===== config.mk =====
export PLATFORM = sky130hd
export DESIGN_NAME = fbp_top
export DESIGN_NICKNAME = d
export VERILOG_FILES = /design/src/design/fbp_pkg.sv /design/src/design/fbp_id_mem.sv /design/src/design/fbp_top.sv
export VERILOG_INCLUDE_DIRS = /design/src /design/src/design
export SDC_FILE = /design/constraint.sdc
export NUM_CORES = 1
export LEC_CHECK = 0
export ABC_CLOCK_PERIOD_IN_PS = 5100
export BUFFER_PORTS_ARGS = -buffer_cell sky130_fd_sc_hd__buf_2
export CAP_MARGIN = 15
export CORE_AREA = 5 5 130 132
export CTS_BUF_LIST = sky130_fd_sc_hd__clkbuf_8
export DETAILED_ROUTE_END_ITERATION = 10
export DIE_AREA = 0 0 135 137
export PLACE_DENSITY = 0.72
export SKIP_CTS_REPAIR_TIMING = 1
export SLEW_MARGIN = 10
export SYNTH_ARGS = -nofsm -noshare
export SYNTH_HDL_FRONTEND = slang
export SYNTH_SLANG_ARGS = --single-unit

===== constraint.sdc =====
create_clock -name mclk_i -period 5.1 [get_ports mclk_i]
set_input_delay 1.02 -clock mclk_i [delete_from_list [all_inputs] [get_ports mclk_i]]
set_output_delay 1.02 -clock mclk_i [all_outputs]
set_load 0.005 [all_outputs]

===== src/design/fbp_defines.svh =====
// Offsets, field positions, reset values and fixed constants of the flash boot/protect block.
// Assumes inclusion by bare name from the package and the design modules.
`ifndef FBP_DEFINES_SVH
`define FBP_DEFINES_SVH

// Register byte offsets on the APB slave
`define FBP_OFS_CTRL 8'h00
`define FBP_OFS_STATUS 8'h04
`define FBP_OFS_PROTECT 8'h08
`define FBP_OFS_VECTOR 8'h0c
`define FBP_OFS_ID 8'h10
`define FBP_OFS_ERASE 8'h14
`define FBP_OFS_LOCK 8'h18

// Control register bit positions
`define FBP_CTRL_RW_EN 0
`define FBP_CTRL_AREA_SEL 1
`define FBP_CTRL_BLOCK_A 2
`define FBP_CTRL_EXPAND 3

// Identifier load register fields
`define FBP_ID_DATA_MSB 7
`define FBP_ID_IDX_MSB 10
`define FBP_ID_IDX_LSB 8

// Erase register bit: erase the block holding the protect code byte
`define FBP_ERASE_PROT 0

// Protect code byte layout and values
`define FBP_PROT_LVL_MSB 7
`define FBP_PROT_LVL_LSB 6
`define FBP_PROT_LVL_OFF 2'b11
`define FBP_BYTE_ZERO 8'h00
`define FBP_BYTE_ERASED 8'hff
`define FBP_PROT_RST 8'hff
`define FBP_PROT_BLOCK 3'h0

// Reset vector and identifier storage
`define FBP_VEC_RST 32'hffffffff
`define FBP_ID_BYTES 7
`define FBP_ID_LAST 3'h6
`define FBP_ID_ADDR0 24'h0fffdf

// Chip-select 2 span while block A is mapped
`define FBP_CS2_LO 20'h10000
`define FBP_CS2_HI 20'h26fff

// User area block count, one lock bit each
`define FBP_NUM_BLOCKS 8
`define FBP_LOCK_RST 8'h00

`endif


===== src/design/fbp_pkg.sv =====
// Types shared by the flash boot/protect block.
// Assumes fbp_defines.svh is on the include path.
`include "fbp_defines.svh"

package fbp_pkg;

  // Programmer link currently active, as decoded by the mode logic outside
  typedef enum logic [1:0] {
    FBP_PM_NONE = 2'b00,
    FBP_PM_SERIAL = 2'b01,
    FBP_PM_PARALLEL = 2'b11,
    FBP_PM_CAN = 2'b10
  } fbp_prog_mode_e;

  // Boot selection caught at reset release
  typedef enum logic [1:0] {
    FBP_BOOT_USER = 2'b00,
    FBP_BOOT_ROM = 2'b01,
    FBP_BOOT_OTHER = 2'b11
  } fbp_boot_e;

  typedef enum logic [1:0] {
    FBP_CMD_READ = 2'b00,
    FBP_CMD_PROGRAM = 2'b01,
    FBP_CMD_ERASE = 2'b11
  } fbp_cmd_kind_e;

  // Programmer command as presented to the gate
  typedef struct packed {
    fbp_cmd_kind_e kind;
    logic boot_area;
    logic byte_unit;
    logic [2:0] block;
  } fbp_cmd_s;

  typedef enum logic [1:0] {
    FBP_ID_FETCH = 2'b00,
    FBP_ID_READY = 2'b01,
    FBP_ID_DONE = 2'b11
  } fbp_id_state_e;

  typedef enum logic [2:0] {
    FBP_SEL_CTRL,
    FBP_SEL_STATUS,
    FBP_SEL_PROTECT,
    FBP_SEL_VECTOR,
    FBP_SEL_ID,
    FBP_SEL_ERASE,
    FBP_SEL_LOCK,
    FBP_SEL_NONE
  } fbp_sel_e;

  // State of the top module, all but the identifier store contents
  typedef struct packed {
    logic [1:0] sync_mode;
    logic [1:0] sync_a;
    logic [1:0] sync_b;
    logic captured;
    fbp_boot_e boot;
    logic rw_en;
    logic area_sel;
    logic block_a;
    logic expand_wr;
    logic [7:0] protect;
    logic [31:0] vector;
    logic [`FBP_NUM_BLOCKS-1:0] lock;
    fbp_id_state_e id_st;
    logic [2:0] id_idx;
    logic id_miss;
    logic id_ok;
    logic [31:0] rdata;
    logic accept;
    logic reject;
    logic cs2_hit;
  } fbp_state_s;

endpackage : fbp_pkg


===== src/design/fbp_id_mem.sv =====
// Small store for the programmer identifier bytes, registered read port.
// Assumes one clock and a synchronous active-high reset from the top.
`timescale 1ns/10ps
`include "fbp_defines.svh"

module fbp_id_mem #(
  parameter int WIDTH = 8,
  parameter int DEPTH = `FBP_ID_BYTES,
  parameter int AW = 3
) (
  input wire logic mclk_i,
  input wire logic rst_i,
  input wire logic wr_en_i,
  input wire logic [AW-1:0] wr_addr_i,
  input wire logic [WIDTH-1:0] wr_data_i,
  input wire logic [AW-1:0] rd_addr_i,
  output logic [WIDTH-1:0] rd_data_o
);

  logic [WIDTH-1:0] mem_reg [DEPTH];

  // Erased content after reset, so an unloaded store never matches a real code
  always_ff @(posedge mclk_i) begin
    if (rst_i) begin
      for (int i = 0; i < DEPTH; i++) begin
        mem_reg[i] <= {WIDTH{1'b1}};
      end
      rd_data_o <= {WIDTH{1'b1}};
    end else begin
      if (wr_en_i && (int'(wr_addr_i) < DEPTH)) begin
        mem_reg[wr_addr_i] <= wr_data_i;
      end
      // Out-of-range index reads as erased
      rd_data_o <= (int'(rd_addr_i) < DEPTH) ? mem_reg[rd_addr_i] : {WIDTH{1'b1}};
    end
  end

endmodule : fbp_id_mem


===== src/design/fbp_top.sv =====
// Flash boot selection and rewrite protection: strap capture, area steering,
// CPU rewrite side effects, protect code gating and programmer identifier check.
// Assumes an APB master on mclk_i, straps from pins, programmer requests on mclk_i.
//
// Summary of operation
// - Reset release with mode strap high, A high, B low selects boot area.
// - Reset release with mode strap low runs from the user area.
// - Outside boot mode the shared range never returns boot area contents.
// - In boot mode the area select bit steers the shared range.
// - Boot area may be erased or programmed only in parallel mode.
// - Block A enable maps block A and the chip-select 2 span.
// - Rewrite enable forces expand bit high; clearing shows the last written expand bit.
// - Expand bit writes during rewrite take effect only after rewrite ends.
// - Entering rewrite sets the block A enable bit; the expand bit is only forced while rewrite is on.
// - Protect level other than 11b blocks parallel reads and rewrites.
// - Protect byte of 00h or FFh disables protection.
// - Erasing the protect byte block leaves that byte at FFh.
// - Serial and CAN commands are rejected on identifier mismatch.
// - Fully erased reset vector skips the identifier check.
// - Identifier is seven bytes, first byte at the lowest address.
// - Byte-unit programming only through the parallel interface.
// - A set lock bit blocks programming and erasure of that block.
`timescale 1ns/10ps
`include "fbp_defines.svh"

module fbp_top (
  input wire logic mclk_i,
  input wire logic rst_i,
  // APB slave
  input wire logic psel_i,
  input wire logic penable_i,
  input wire logic pwrite_i,
  input wire logic [7:0] paddr_i,
  input wire logic [31:0] pwdata_i,
  output logic [31:0] prdata_o,
  output logic pready_o,
  output logic pslverr_o,
  // Strap pins, asynchronous
  input wire logic mode_strap_pin_i,
  input wire logic boot_strap_pin_a_i,
  input wire logic boot_strap_pin_b_i,
  // CPU address for region decode
  input wire logic [19:0] cpu_addr_i,
  // Programmer side
  input wire fbp_pkg::fbp_prog_mode_e prog_mode_i,
  input wire logic prog_id_start_i,
  input wire logic prog_id_valid_i,
  input wire logic [7:0] prog_id_byte_i,
  output logic prog_id_ready_o,
  input wire logic prog_cmd_valid_i,
  input wire fbp_pkg::fbp_cmd_s prog_cmd_i,
  output logic prog_cmd_accept_o,
  output logic prog_cmd_reject_o,
  // Status toward the memory system
  output fbp_pkg::fbp_boot_e boot_sel_o,
  output logic shared_to_boot_o,
  output logic block_a_en_o,
  output logic expand_eff_o,
  output logic cs2_hit_o,
  output logic par_access_ok_o,
  output logic id_ok_o
);

  // ---------------------------------------------------------------------------
  // Helper functions
  // ---------------------------------------------------------------------------

  // Register decode, shared by the read and write paths
  function automatic fbp_pkg::fbp_sel_e reg_sel(input logic [7:0] addr);
    case (addr)
      `FBP_OFS_CTRL: reg_sel = fbp_pkg::FBP_SEL_CTRL;
      `FBP_OFS_STATUS: reg_sel = fbp_pkg::FBP_SEL_STATUS;
      `FBP_OFS_PROTECT: reg_sel = fbp_pkg::FBP_SEL_PROTECT;
      `FBP_OFS_VECTOR: reg_sel = fbp_pkg::FBP_SEL_VECTOR;
      `FBP_OFS_ID: reg_sel = fbp_pkg::FBP_SEL_ID;
      `FBP_OFS_ERASE: reg_sel = fbp_pkg::FBP_SEL_ERASE;
      `FBP_OFS_LOCK: reg_sel = fbp_pkg::FBP_SEL_LOCK;
      default: reg_sel = fbp_pkg::FBP_SEL_NONE;
    endcase
  endfunction : reg_sel

  // Protection is live only for a real level code and a programmed byte
  function automatic logic prot_active(input logic [7:0] code);
    logic byte_off;
    byte_off = (code == `FBP_BYTE_ZERO) || (code == `FBP_BYTE_ERASED);
    prot_active = !byte_off &&
      (code[`FBP_PROT_LVL_MSB:`FBP_PROT_LVL_LSB] != `FBP_PROT_LVL_OFF);
  endfunction : prot_active

  // ---------------------------------------------------------------------------
  // State and wires
  // ---------------------------------------------------------------------------

  fbp_pkg::fbp_state_s st_reg;
  fbp_pkg::fbp_state_s st_next;

  fbp_pkg::fbp_sel_e sel;
  logic wr_access;
  logic rd_setup;
  logic [3:0] vec_byte_erased;
  logic vec_erased;
  logic prot_on;
  logic expand_eff;
  logic id_wr;
  logic [7:0] id_rd_data;

  assign sel = reg_sel(paddr_i);
  assign wr_access = psel_i && penable_i && pwrite_i;
  assign rd_setup = psel_i && !penable_i && !pwrite_i;
  assign prot_on = prot_active(st_reg.protect);
  assign expand_eff = st_reg.rw_en || st_reg.expand_wr;
  assign id_wr = wr_access && (sel == fbp_pkg::FBP_SEL_ID);

  // Each vector byte checked alone; all four must read erased
  for (genvar g = 0; g < 4; g++) begin : g_vec
    assign vec_byte_erased[g] = (st_reg.vector[g*8 +: 8] == `FBP_BYTE_ERASED);
  end
  assign vec_erased = &vec_byte_erased;

  // ---------------------------------------------------------------------------
  // Identifier store
  // ---------------------------------------------------------------------------

  // Index 0 holds the byte from the lowest identifier address
  fbp_id_mem #(
    .WIDTH(8),
    .DEPTH(`FBP_ID_BYTES),
    .AW(3)
  ) u_id_mem (
    .mclk_i(mclk_i),
    .rst_i(rst_i),
    .wr_en_i(id_wr),
    .wr_addr_i(pwdata_i[`FBP_ID_IDX_MSB:`FBP_ID_IDX_LSB]),
    .wr_data_i(pwdata_i[`FBP_ID_DATA_MSB:0]),
    .rd_addr_i(st_reg.id_idx),
    .rd_data_o(id_rd_data)
  );

  // ---------------------------------------------------------------------------
  // Next state
  // ---------------------------------------------------------------------------

  always_comb begin
    logic par;
    logic ser_can;
    logic cpu_src;
    logic ok;
    logic last_bad;
    par = 1'b0;
    ser_can = 1'b0;
    cpu_src = 1'b0;
    ok = 1'b0;
    last_bad = 1'b0;
    st_next = st_reg;

    // Synchronisers: the first stage feeds only the second
    st_next.sync_mode = {st_reg.sync_mode[0], mode_strap_pin_i};
    st_next.sync_a = {st_reg.sync_a[0], boot_strap_pin_a_i};
    st_next.sync_b = {st_reg.sync_b[0], boot_strap_pin_b_i};

    // Catch straps once, on the first cycle after reset release
    if (!st_reg.captured) begin
      st_next.captured = 1'b1;
      if (!st_reg.sync_mode[1]) begin
        st_next.boot = fbp_pkg::FBP_BOOT_USER;
      end else if (st_reg.sync_a[1] && !st_reg.sync_b[1]) begin
        st_next.boot = fbp_pkg::FBP_BOOT_ROM;
      end else begin
        st_next.boot = fbp_pkg::FBP_BOOT_OTHER;
      end
    end

    // Registered read data, prepared in the setup phase
    if (rd_setup) begin
      case (sel)
        fbp_pkg::FBP_SEL_CTRL: begin
          st_next.rdata = {28'h0000000, expand_eff, st_reg.block_a, st_reg.area_sel,
                           st_reg.rw_en};
        end
        fbp_pkg::FBP_SEL_STATUS: begin
          st_next.rdata = {24'h000000, st_reg.expand_wr, (st_reg.id_st == fbp_pkg::FBP_ID_DONE),
                           vec_erased, st_reg.id_ok, prot_on, expand_eff, st_reg.boot};
        end
        fbp_pkg::FBP_SEL_PROTECT: st_next.rdata = {24'h000000, st_reg.protect};
        fbp_pkg::FBP_SEL_VECTOR: st_next.rdata = st_reg.vector;
        fbp_pkg::FBP_SEL_LOCK: st_next.rdata = {24'h000000, st_reg.lock};
        default: st_next.rdata = 32'h00000000;
      endcase
    end

    // Register writes
    if (wr_access) begin
      case (sel)
        fbp_pkg::FBP_SEL_CTRL: begin
          st_next.rw_en = pwdata_i[`FBP_CTRL_RW_EN];
          st_next.area_sel = pwdata_i[`FBP_CTRL_AREA_SEL];
          st_next.block_a = pwdata_i[`FBP_CTRL_BLOCK_A];
          // Held value; the forced high level hides it while rewrite is on
          st_next.expand_wr = pwdata_i[`FBP_CTRL_EXPAND];
          if (pwdata_i[`FBP_CTRL_RW_EN] && !st_reg.rw_en) begin
            st_next.block_a = 1'b1;
          end
        end
        fbp_pkg::FBP_SEL_PROTECT: begin
          // Software owns all eight bits, level bits included; no forcing here
          st_next.protect = pwdata_i[7:0];
        end
        fbp_pkg::FBP_SEL_VECTOR: st_next.vector = pwdata_i;
        fbp_pkg::FBP_SEL_ERASE: begin
          if (pwdata_i[`FBP_ERASE_PROT]) begin
            st_next.protect = `FBP_BYTE_ERASED;
          end
        end
        fbp_pkg::FBP_SEL_LOCK: st_next.lock = pwdata_i[`FBP_NUM_BLOCKS-1:0];
        default: begin
        end
      endcase
    end

    // Identifier compare, one byte per fetch and ready pair
    case (st_reg.id_st)
      fbp_pkg::FBP_ID_FETCH: st_next.id_st = fbp_pkg::FBP_ID_READY;
      fbp_pkg::FBP_ID_READY: begin
        if (prog_id_valid_i) begin
          last_bad = (prog_id_byte_i != id_rd_data);
          st_next.id_miss = st_reg.id_miss || last_bad;
          if (st_reg.id_idx == `FBP_ID_LAST) begin
            st_next.id_st = fbp_pkg::FBP_ID_DONE;
            st_next.id_ok = !(st_reg.id_miss || last_bad);
          end else begin
            st_next.id_idx = st_reg.id_idx + 3'h1;
            st_next.id_st = fbp_pkg::FBP_ID_FETCH;
          end
        end
      end
      fbp_pkg::FBP_ID_DONE: st_next.id_st = fbp_pkg::FBP_ID_DONE;
      default: st_next.id_st = fbp_pkg::FBP_ID_FETCH;
    endcase
    // A new session drops any earlier match
    if (prog_id_start_i) begin
      st_next.id_st = fbp_pkg::FBP_ID_FETCH;
      st_next.id_idx = 3'h0;
      st_next.id_miss = 1'b0;
      st_next.id_ok = 1'b0;
    end

    // Command gate; answer is a one-cycle pulse the cycle after the request
    st_next.accept = 1'b0;
    st_next.reject = 1'b0;
    if (prog_cmd_valid_i) begin
      par = (prog_mode_i == fbp_pkg::FBP_PM_PARALLEL);
      ser_can = (prog_mode_i == fbp_pkg::FBP_PM_SERIAL) || (prog_mode_i == fbp_pkg::FBP_PM_CAN);
      cpu_src = (prog_mode_i == fbp_pkg::FBP_PM_NONE) && st_reg.rw_en;
      ok = par || ser_can || cpu_src;
      if (par && prot_on) begin
        ok = 1'b0;
      end
      if (ser_can && !(st_reg.id_ok || vec_erased)) begin
        ok = 1'b0;
      end
      if (prog_cmd_i.boot_area && (prog_cmd_i.kind != fbp_pkg::FBP_CMD_READ) && !par) begin
        ok = 1'b0;
      end
      if (prog_cmd_i.byte_unit && (prog_cmd_i.kind == fbp_pkg::FBP_CMD_PROGRAM) && !par) begin
        ok = 1'b0;
      end
      if ((prog_cmd_i.kind != fbp_pkg::FBP_CMD_READ) && !prog_cmd_i.boot_area &&
          st_reg.lock[prog_cmd_i.block]) begin
        ok = 1'b0;
      end
      st_next.accept = ok;
      st_next.reject = !ok;
      // Erase of the protect block leaves the byte erased, over any same-cycle write
      if (ok && (prog_cmd_i.kind == fbp_pkg::FBP_CMD_ERASE) && !prog_cmd_i.boot_area &&
          (prog_cmd_i.block == `FBP_PROT_BLOCK)) begin
        st_next.protect = `FBP_BYTE_ERASED;
      end
    end

    // Chip-select 2 span exists only while block A is mapped
    st_next.cs2_hit = st_reg.block_a && (cpu_addr_i >= `FBP_CS2_LO) &&
                      (cpu_addr_i <= `FBP_CS2_HI);
  end

  // ---------------------------------------------------------------------------
  // State register
  // ---------------------------------------------------------------------------

  // Synchronisers keep running through reset so straps are settled at release
  always_ff @(posedge mclk_i) begin
    if (rst_i) begin
      st_reg <= '{
        sync_mode: 2'b00,
        sync_a: 2'b00,
        sync_b: 2'b00,
        captured: 1'b0,
        boot: fbp_pkg::FBP_BOOT_USER,
        rw_en: 1'b0,
        area_sel: 1'b0,
        block_a: 1'b0,
        expand_wr: 1'b0,
        protect: `FBP_PROT_RST,
        vector: `FBP_VEC_RST,
        lock: `FBP_LOCK_RST,
        id_st: fbp_pkg::FBP_ID_FETCH,
        id_idx: 3'h0,
        id_miss: 1'b0,
        id_ok: 1'b0,
        rdata: 32'h00000000,
        accept: 1'b0,
        reject: 1'b0,
        cs2_hit: 1'b0
      };
      st_reg.sync_mode <= st_next.sync_mode;
      st_reg.sync_a <= st_next.sync_a;
      st_reg.sync_b <= st_next.sync_b;
    end else begin
      st_reg <= st_next;
    end
  end

  // ---------------------------------------------------------------------------
  // Outputs
  // ---------------------------------------------------------------------------

  // Zero-wait slave; unmapped addresses and writes to status answer with an error
  assign prdata_o = st_reg.rdata;
  assign pready_o = psel_i && penable_i;
  assign pslverr_o = psel_i && penable_i &&
                     ((sel == fbp_pkg::FBP_SEL_NONE) ||
                      (pwrite_i && (sel == fbp_pkg::FBP_SEL_STATUS)));

  assign boot_sel_o = st_reg.boot;
  // Boot contents reachable only in boot mode and only when selected
  assign shared_to_boot_o = (st_reg.boot == fbp_pkg::FBP_BOOT_ROM) && st_reg.area_sel;
  assign block_a_en_o = st_reg.block_a;
  assign expand_eff_o = expand_eff;
  assign cs2_hit_o = st_reg.cs2_hit;
  assign par_access_ok_o = !prot_on;
  assign id_ok_o = st_reg.id_ok || vec_erased;
  assign prog_id_ready_o = (st_reg.id_st == fbp_pkg::FBP_ID_READY);
  assign prog_cmd_accept_o = st_reg.accept;
  assign prog_cmd_reject_o = st_reg.reject;

endmodule : fbp_top


==> results.yml <==
outcome:
  status: "complete, no violations"
route:
  vias: 5558
  viasPerCell: 5.27
  drt-initial-drc-count: 516
  routedWlPerCell_um: 17.4
  drc: 0
  wirelength_um: 18300
  detail-route-antenna-nets: 0
  first_pass_iters: 5
layout:
  largest_reg_flops: 64
  areaGrowthSynthToFinish_pct: 12.6
  diodes: 0
  layout-drive-gt1-share_pct: 25.7
  nets: 919
  n_fill_cell: 1390
  design_area_um2: 8640
sta:
  slew_viol_final: 0
  fin_setup_tns_ns: 0
  setup_viol: 0
  rsz0062_at_grt: "no"
  fmax_mhz: 292
  tightest_slew_ns: 1.00
  timing.final.crit_share_pct: 67.2
  skew_ns: 0.0172
  maxSlewHeadroom_pct: 33.4
  hold_violations: 0
  period_needed_ns: 3.43
yosys:
  synthAdderAreaFrac_pct: 0.815
  synthesis.area_um2: 7680
  ys_types: 51
  yosys.area_share.simple_pct: 22.3
  yosysWarnings: 0
  synth_top_area_cell: "dfxtp_1"
  synthMuxAreaShare_pct: 11.0
  synthTopCellsByArea: "dfxtp_1 (31%), edfxtp_1 (22%), nand2_1 (6.4%)"
  ys_seq_area_share_pct: 52.9
  synth-seq-cells: 175
  synth_top_area_share_pct: 31.0
  yosysMostFrequentCell: "nand2_1"
  synth_common_cells: "nand2_1 (131), dfxtp_1 (119), nand3_1 (63)"
  synth-xor-area-share_pct: 1.14
  async_flop_share_pct: 0
  ys.flop_type: "dfxtp_1"
  synth-edff-count: 56
  synth_top_family_by_area: "simple AND/OR/NAND/NOR gates"
  synth_compound_area_share_pct: 5.54
  avgSynthCellArea_um2: 10.2
  synthCells: 752
grt:
  grt_first_pass_wirelength_um: 28600
  overflow: 0
  grt_max_degree: 49
  grt_usage_pct: 20.2
  antenna_found_initial: 0
  grt_pass1_vias: 5481
cts:
  clk-insertion-delay-late_ns: 0.47
  clock-sinks: 175
  cts.reportedPaths.clkPinSlew_ns: 0.08
  cts-root-buf: "clkbuf_8"
  cts_tree: "done"
  clk_path_buf_depth: 2
  htreeDepth: 4
  cts_buffers: 17
placement:
  io_buffers: 120
  dpl_cell_area_um2: 8200
  gp_congestion: 0.858
  dpl.hpwl_um: 12700
setup_path:
  cpMostUsedCell: "or4_4"
  path_class: "input port to register"
  endpoint_kind: "register"
  crit_path_cell_trace: "buf_2, or4_4, or3_1, or4_4, and2b_1, or2_2"
  path_max_fanout: 12
  reg2reg_depth: 5
  worst_setup_path_start_kind: "input port"
  required_ns: 5.25
  crit_slowest_cell: "or4_4"
  slowest_delay_ns: 0.62
  cp_data_arrival_time_ns: 3.58
floorplan:
  core_um2: 15600
  ios: 133
  die_h_um: 137
  initial_utilization_pct: 49.2
  die-area_um2: 18500
  die_w_um: 135
  rows: 46
worst_hold_path:
  whs_path_depth: 0
  hold_path.class: "register to register"
pwr:
  ir_drop_mv: 0.214
  power.switching_mw: 0.622
  switching_share_pct: 23.1
  power_density_nw_per_um2: 311
  pwr-share-seq_pct: 54.9
  p_comb_share_pct: 5.7
  pwr-share-clk_pct: 39.3
  leakage_nw: 3.35
  intPower_mw: 2.07
job:
  cap_violations: 0
-- power groups by stage --
stage | combinational, mW | clock, mW | sequential, mW
3_5_place_dp | 0.155 | 0 | 1.51
4_1_cts | 0.156 | 1.07 | 1.48
6_report | 0.154 | 1.06 | 1.48
2_1_floorplan | 0.0901 | 0 | 1.50
5_1_grt | 0.170 | 1.13 | 1.48
3_3_place_gp | 0.154 | 0 | 1.51
-- layout make-up --
class / count / area [µm²] / share of cell area, %
flip-flops and latches: 175 / 4060 / 47.0
multi-input cells: 496 / 3180 / 36.7
clock buffers: 17 / 234 / 2.71
repair buffers: 129 / 666 / 7.70
well taps: 216 / 270 / 3.13
clock inverters: 15 / 208 / 2.40
inverters: 7 / 26.3 / 0.304
-- critical path: cells and delay by family --
kind	cells	cell delay, ns
and+or+nand+nor	5	2.46
buffers and inverters	1	0.10
-- cells by family (layout without fill, tap and decap cells) --
family | Yosys count | after routing
buffers and inverters | 88 | 168
other | 1 | 8
muxes | 63 | 63
and+or+nand+nor | 340 | 340
xor gates and xnor gates | 10 | 10
AOI/OAI and AO/OA | 70 | 70
adders and majority gates | 5 | 5
DFF | 175 | 175
-- placed cells by master (no fill, tap or decap), types with 4 or more instances in the layout --
cell,count
bufinv_16,4
inv_1,7
clkbuf_8,17
or3_1,11
clkinv_4,4
nor3_1,8
or2_2,28
nand2b_1,21
a21oi_1,30
a221oi_1,5
a31oi_1,4
ha_1,5
nor2_1,28
mux4_2,17
nor4_1,7
nor2b_1,4
nand3b_1,11
xnor2_1,8
nand3_1,63
buf_4,8
nand4_1,9
dfxtp_1,119
nand2_1,131
buf_2,120
a211oi_1,4
edfxtp_1,56
o2bb2ai_1,5
o21ai_0,15
conb_1,8
mux2i_1,45
-- metal layers --
metal / wire length (µm) / track usage [%]
met4: 391 / 6.83
met1: 7860 / 26.6
met3: 1200 / 4.63
met5: 0 / 0
met2: 8880 / 33.0
-- per-stage QoR --
step                total power [mW]  hold WS [ns]  setup WS (ns)  utilization, %  cells
floorplan                       1.59         0.310           1.36               -    759
global placement                1.66         0.311           1.23            52.6   1022
detailed placement              1.67         0.314           1.20            52.6   1022
CTS                             2.71         0.334           1.71            55.4   1054
global route                    2.78         0.344           1.59            55.4   1055
finish                          2.69         0.332           1.67            55.4   1055
-- path summary, 6_finish.rpt --
| kind | startpoint | to | slack [ns] |
|---|---|---|---|
| worst min-delay path | st_next[98] | st_reg[98] | 0.33 |
| worst min register to register | st_next[98] | st_reg[98] | 0.33 |
| worst max-delay path | paddr_i[7] | u_id_mem.mem_reg[0][2] | 1.67 |
| worst max register to register | st_reg[64] | st_reg[88] | 2.78 |
(Power assumes the default switching activity.)
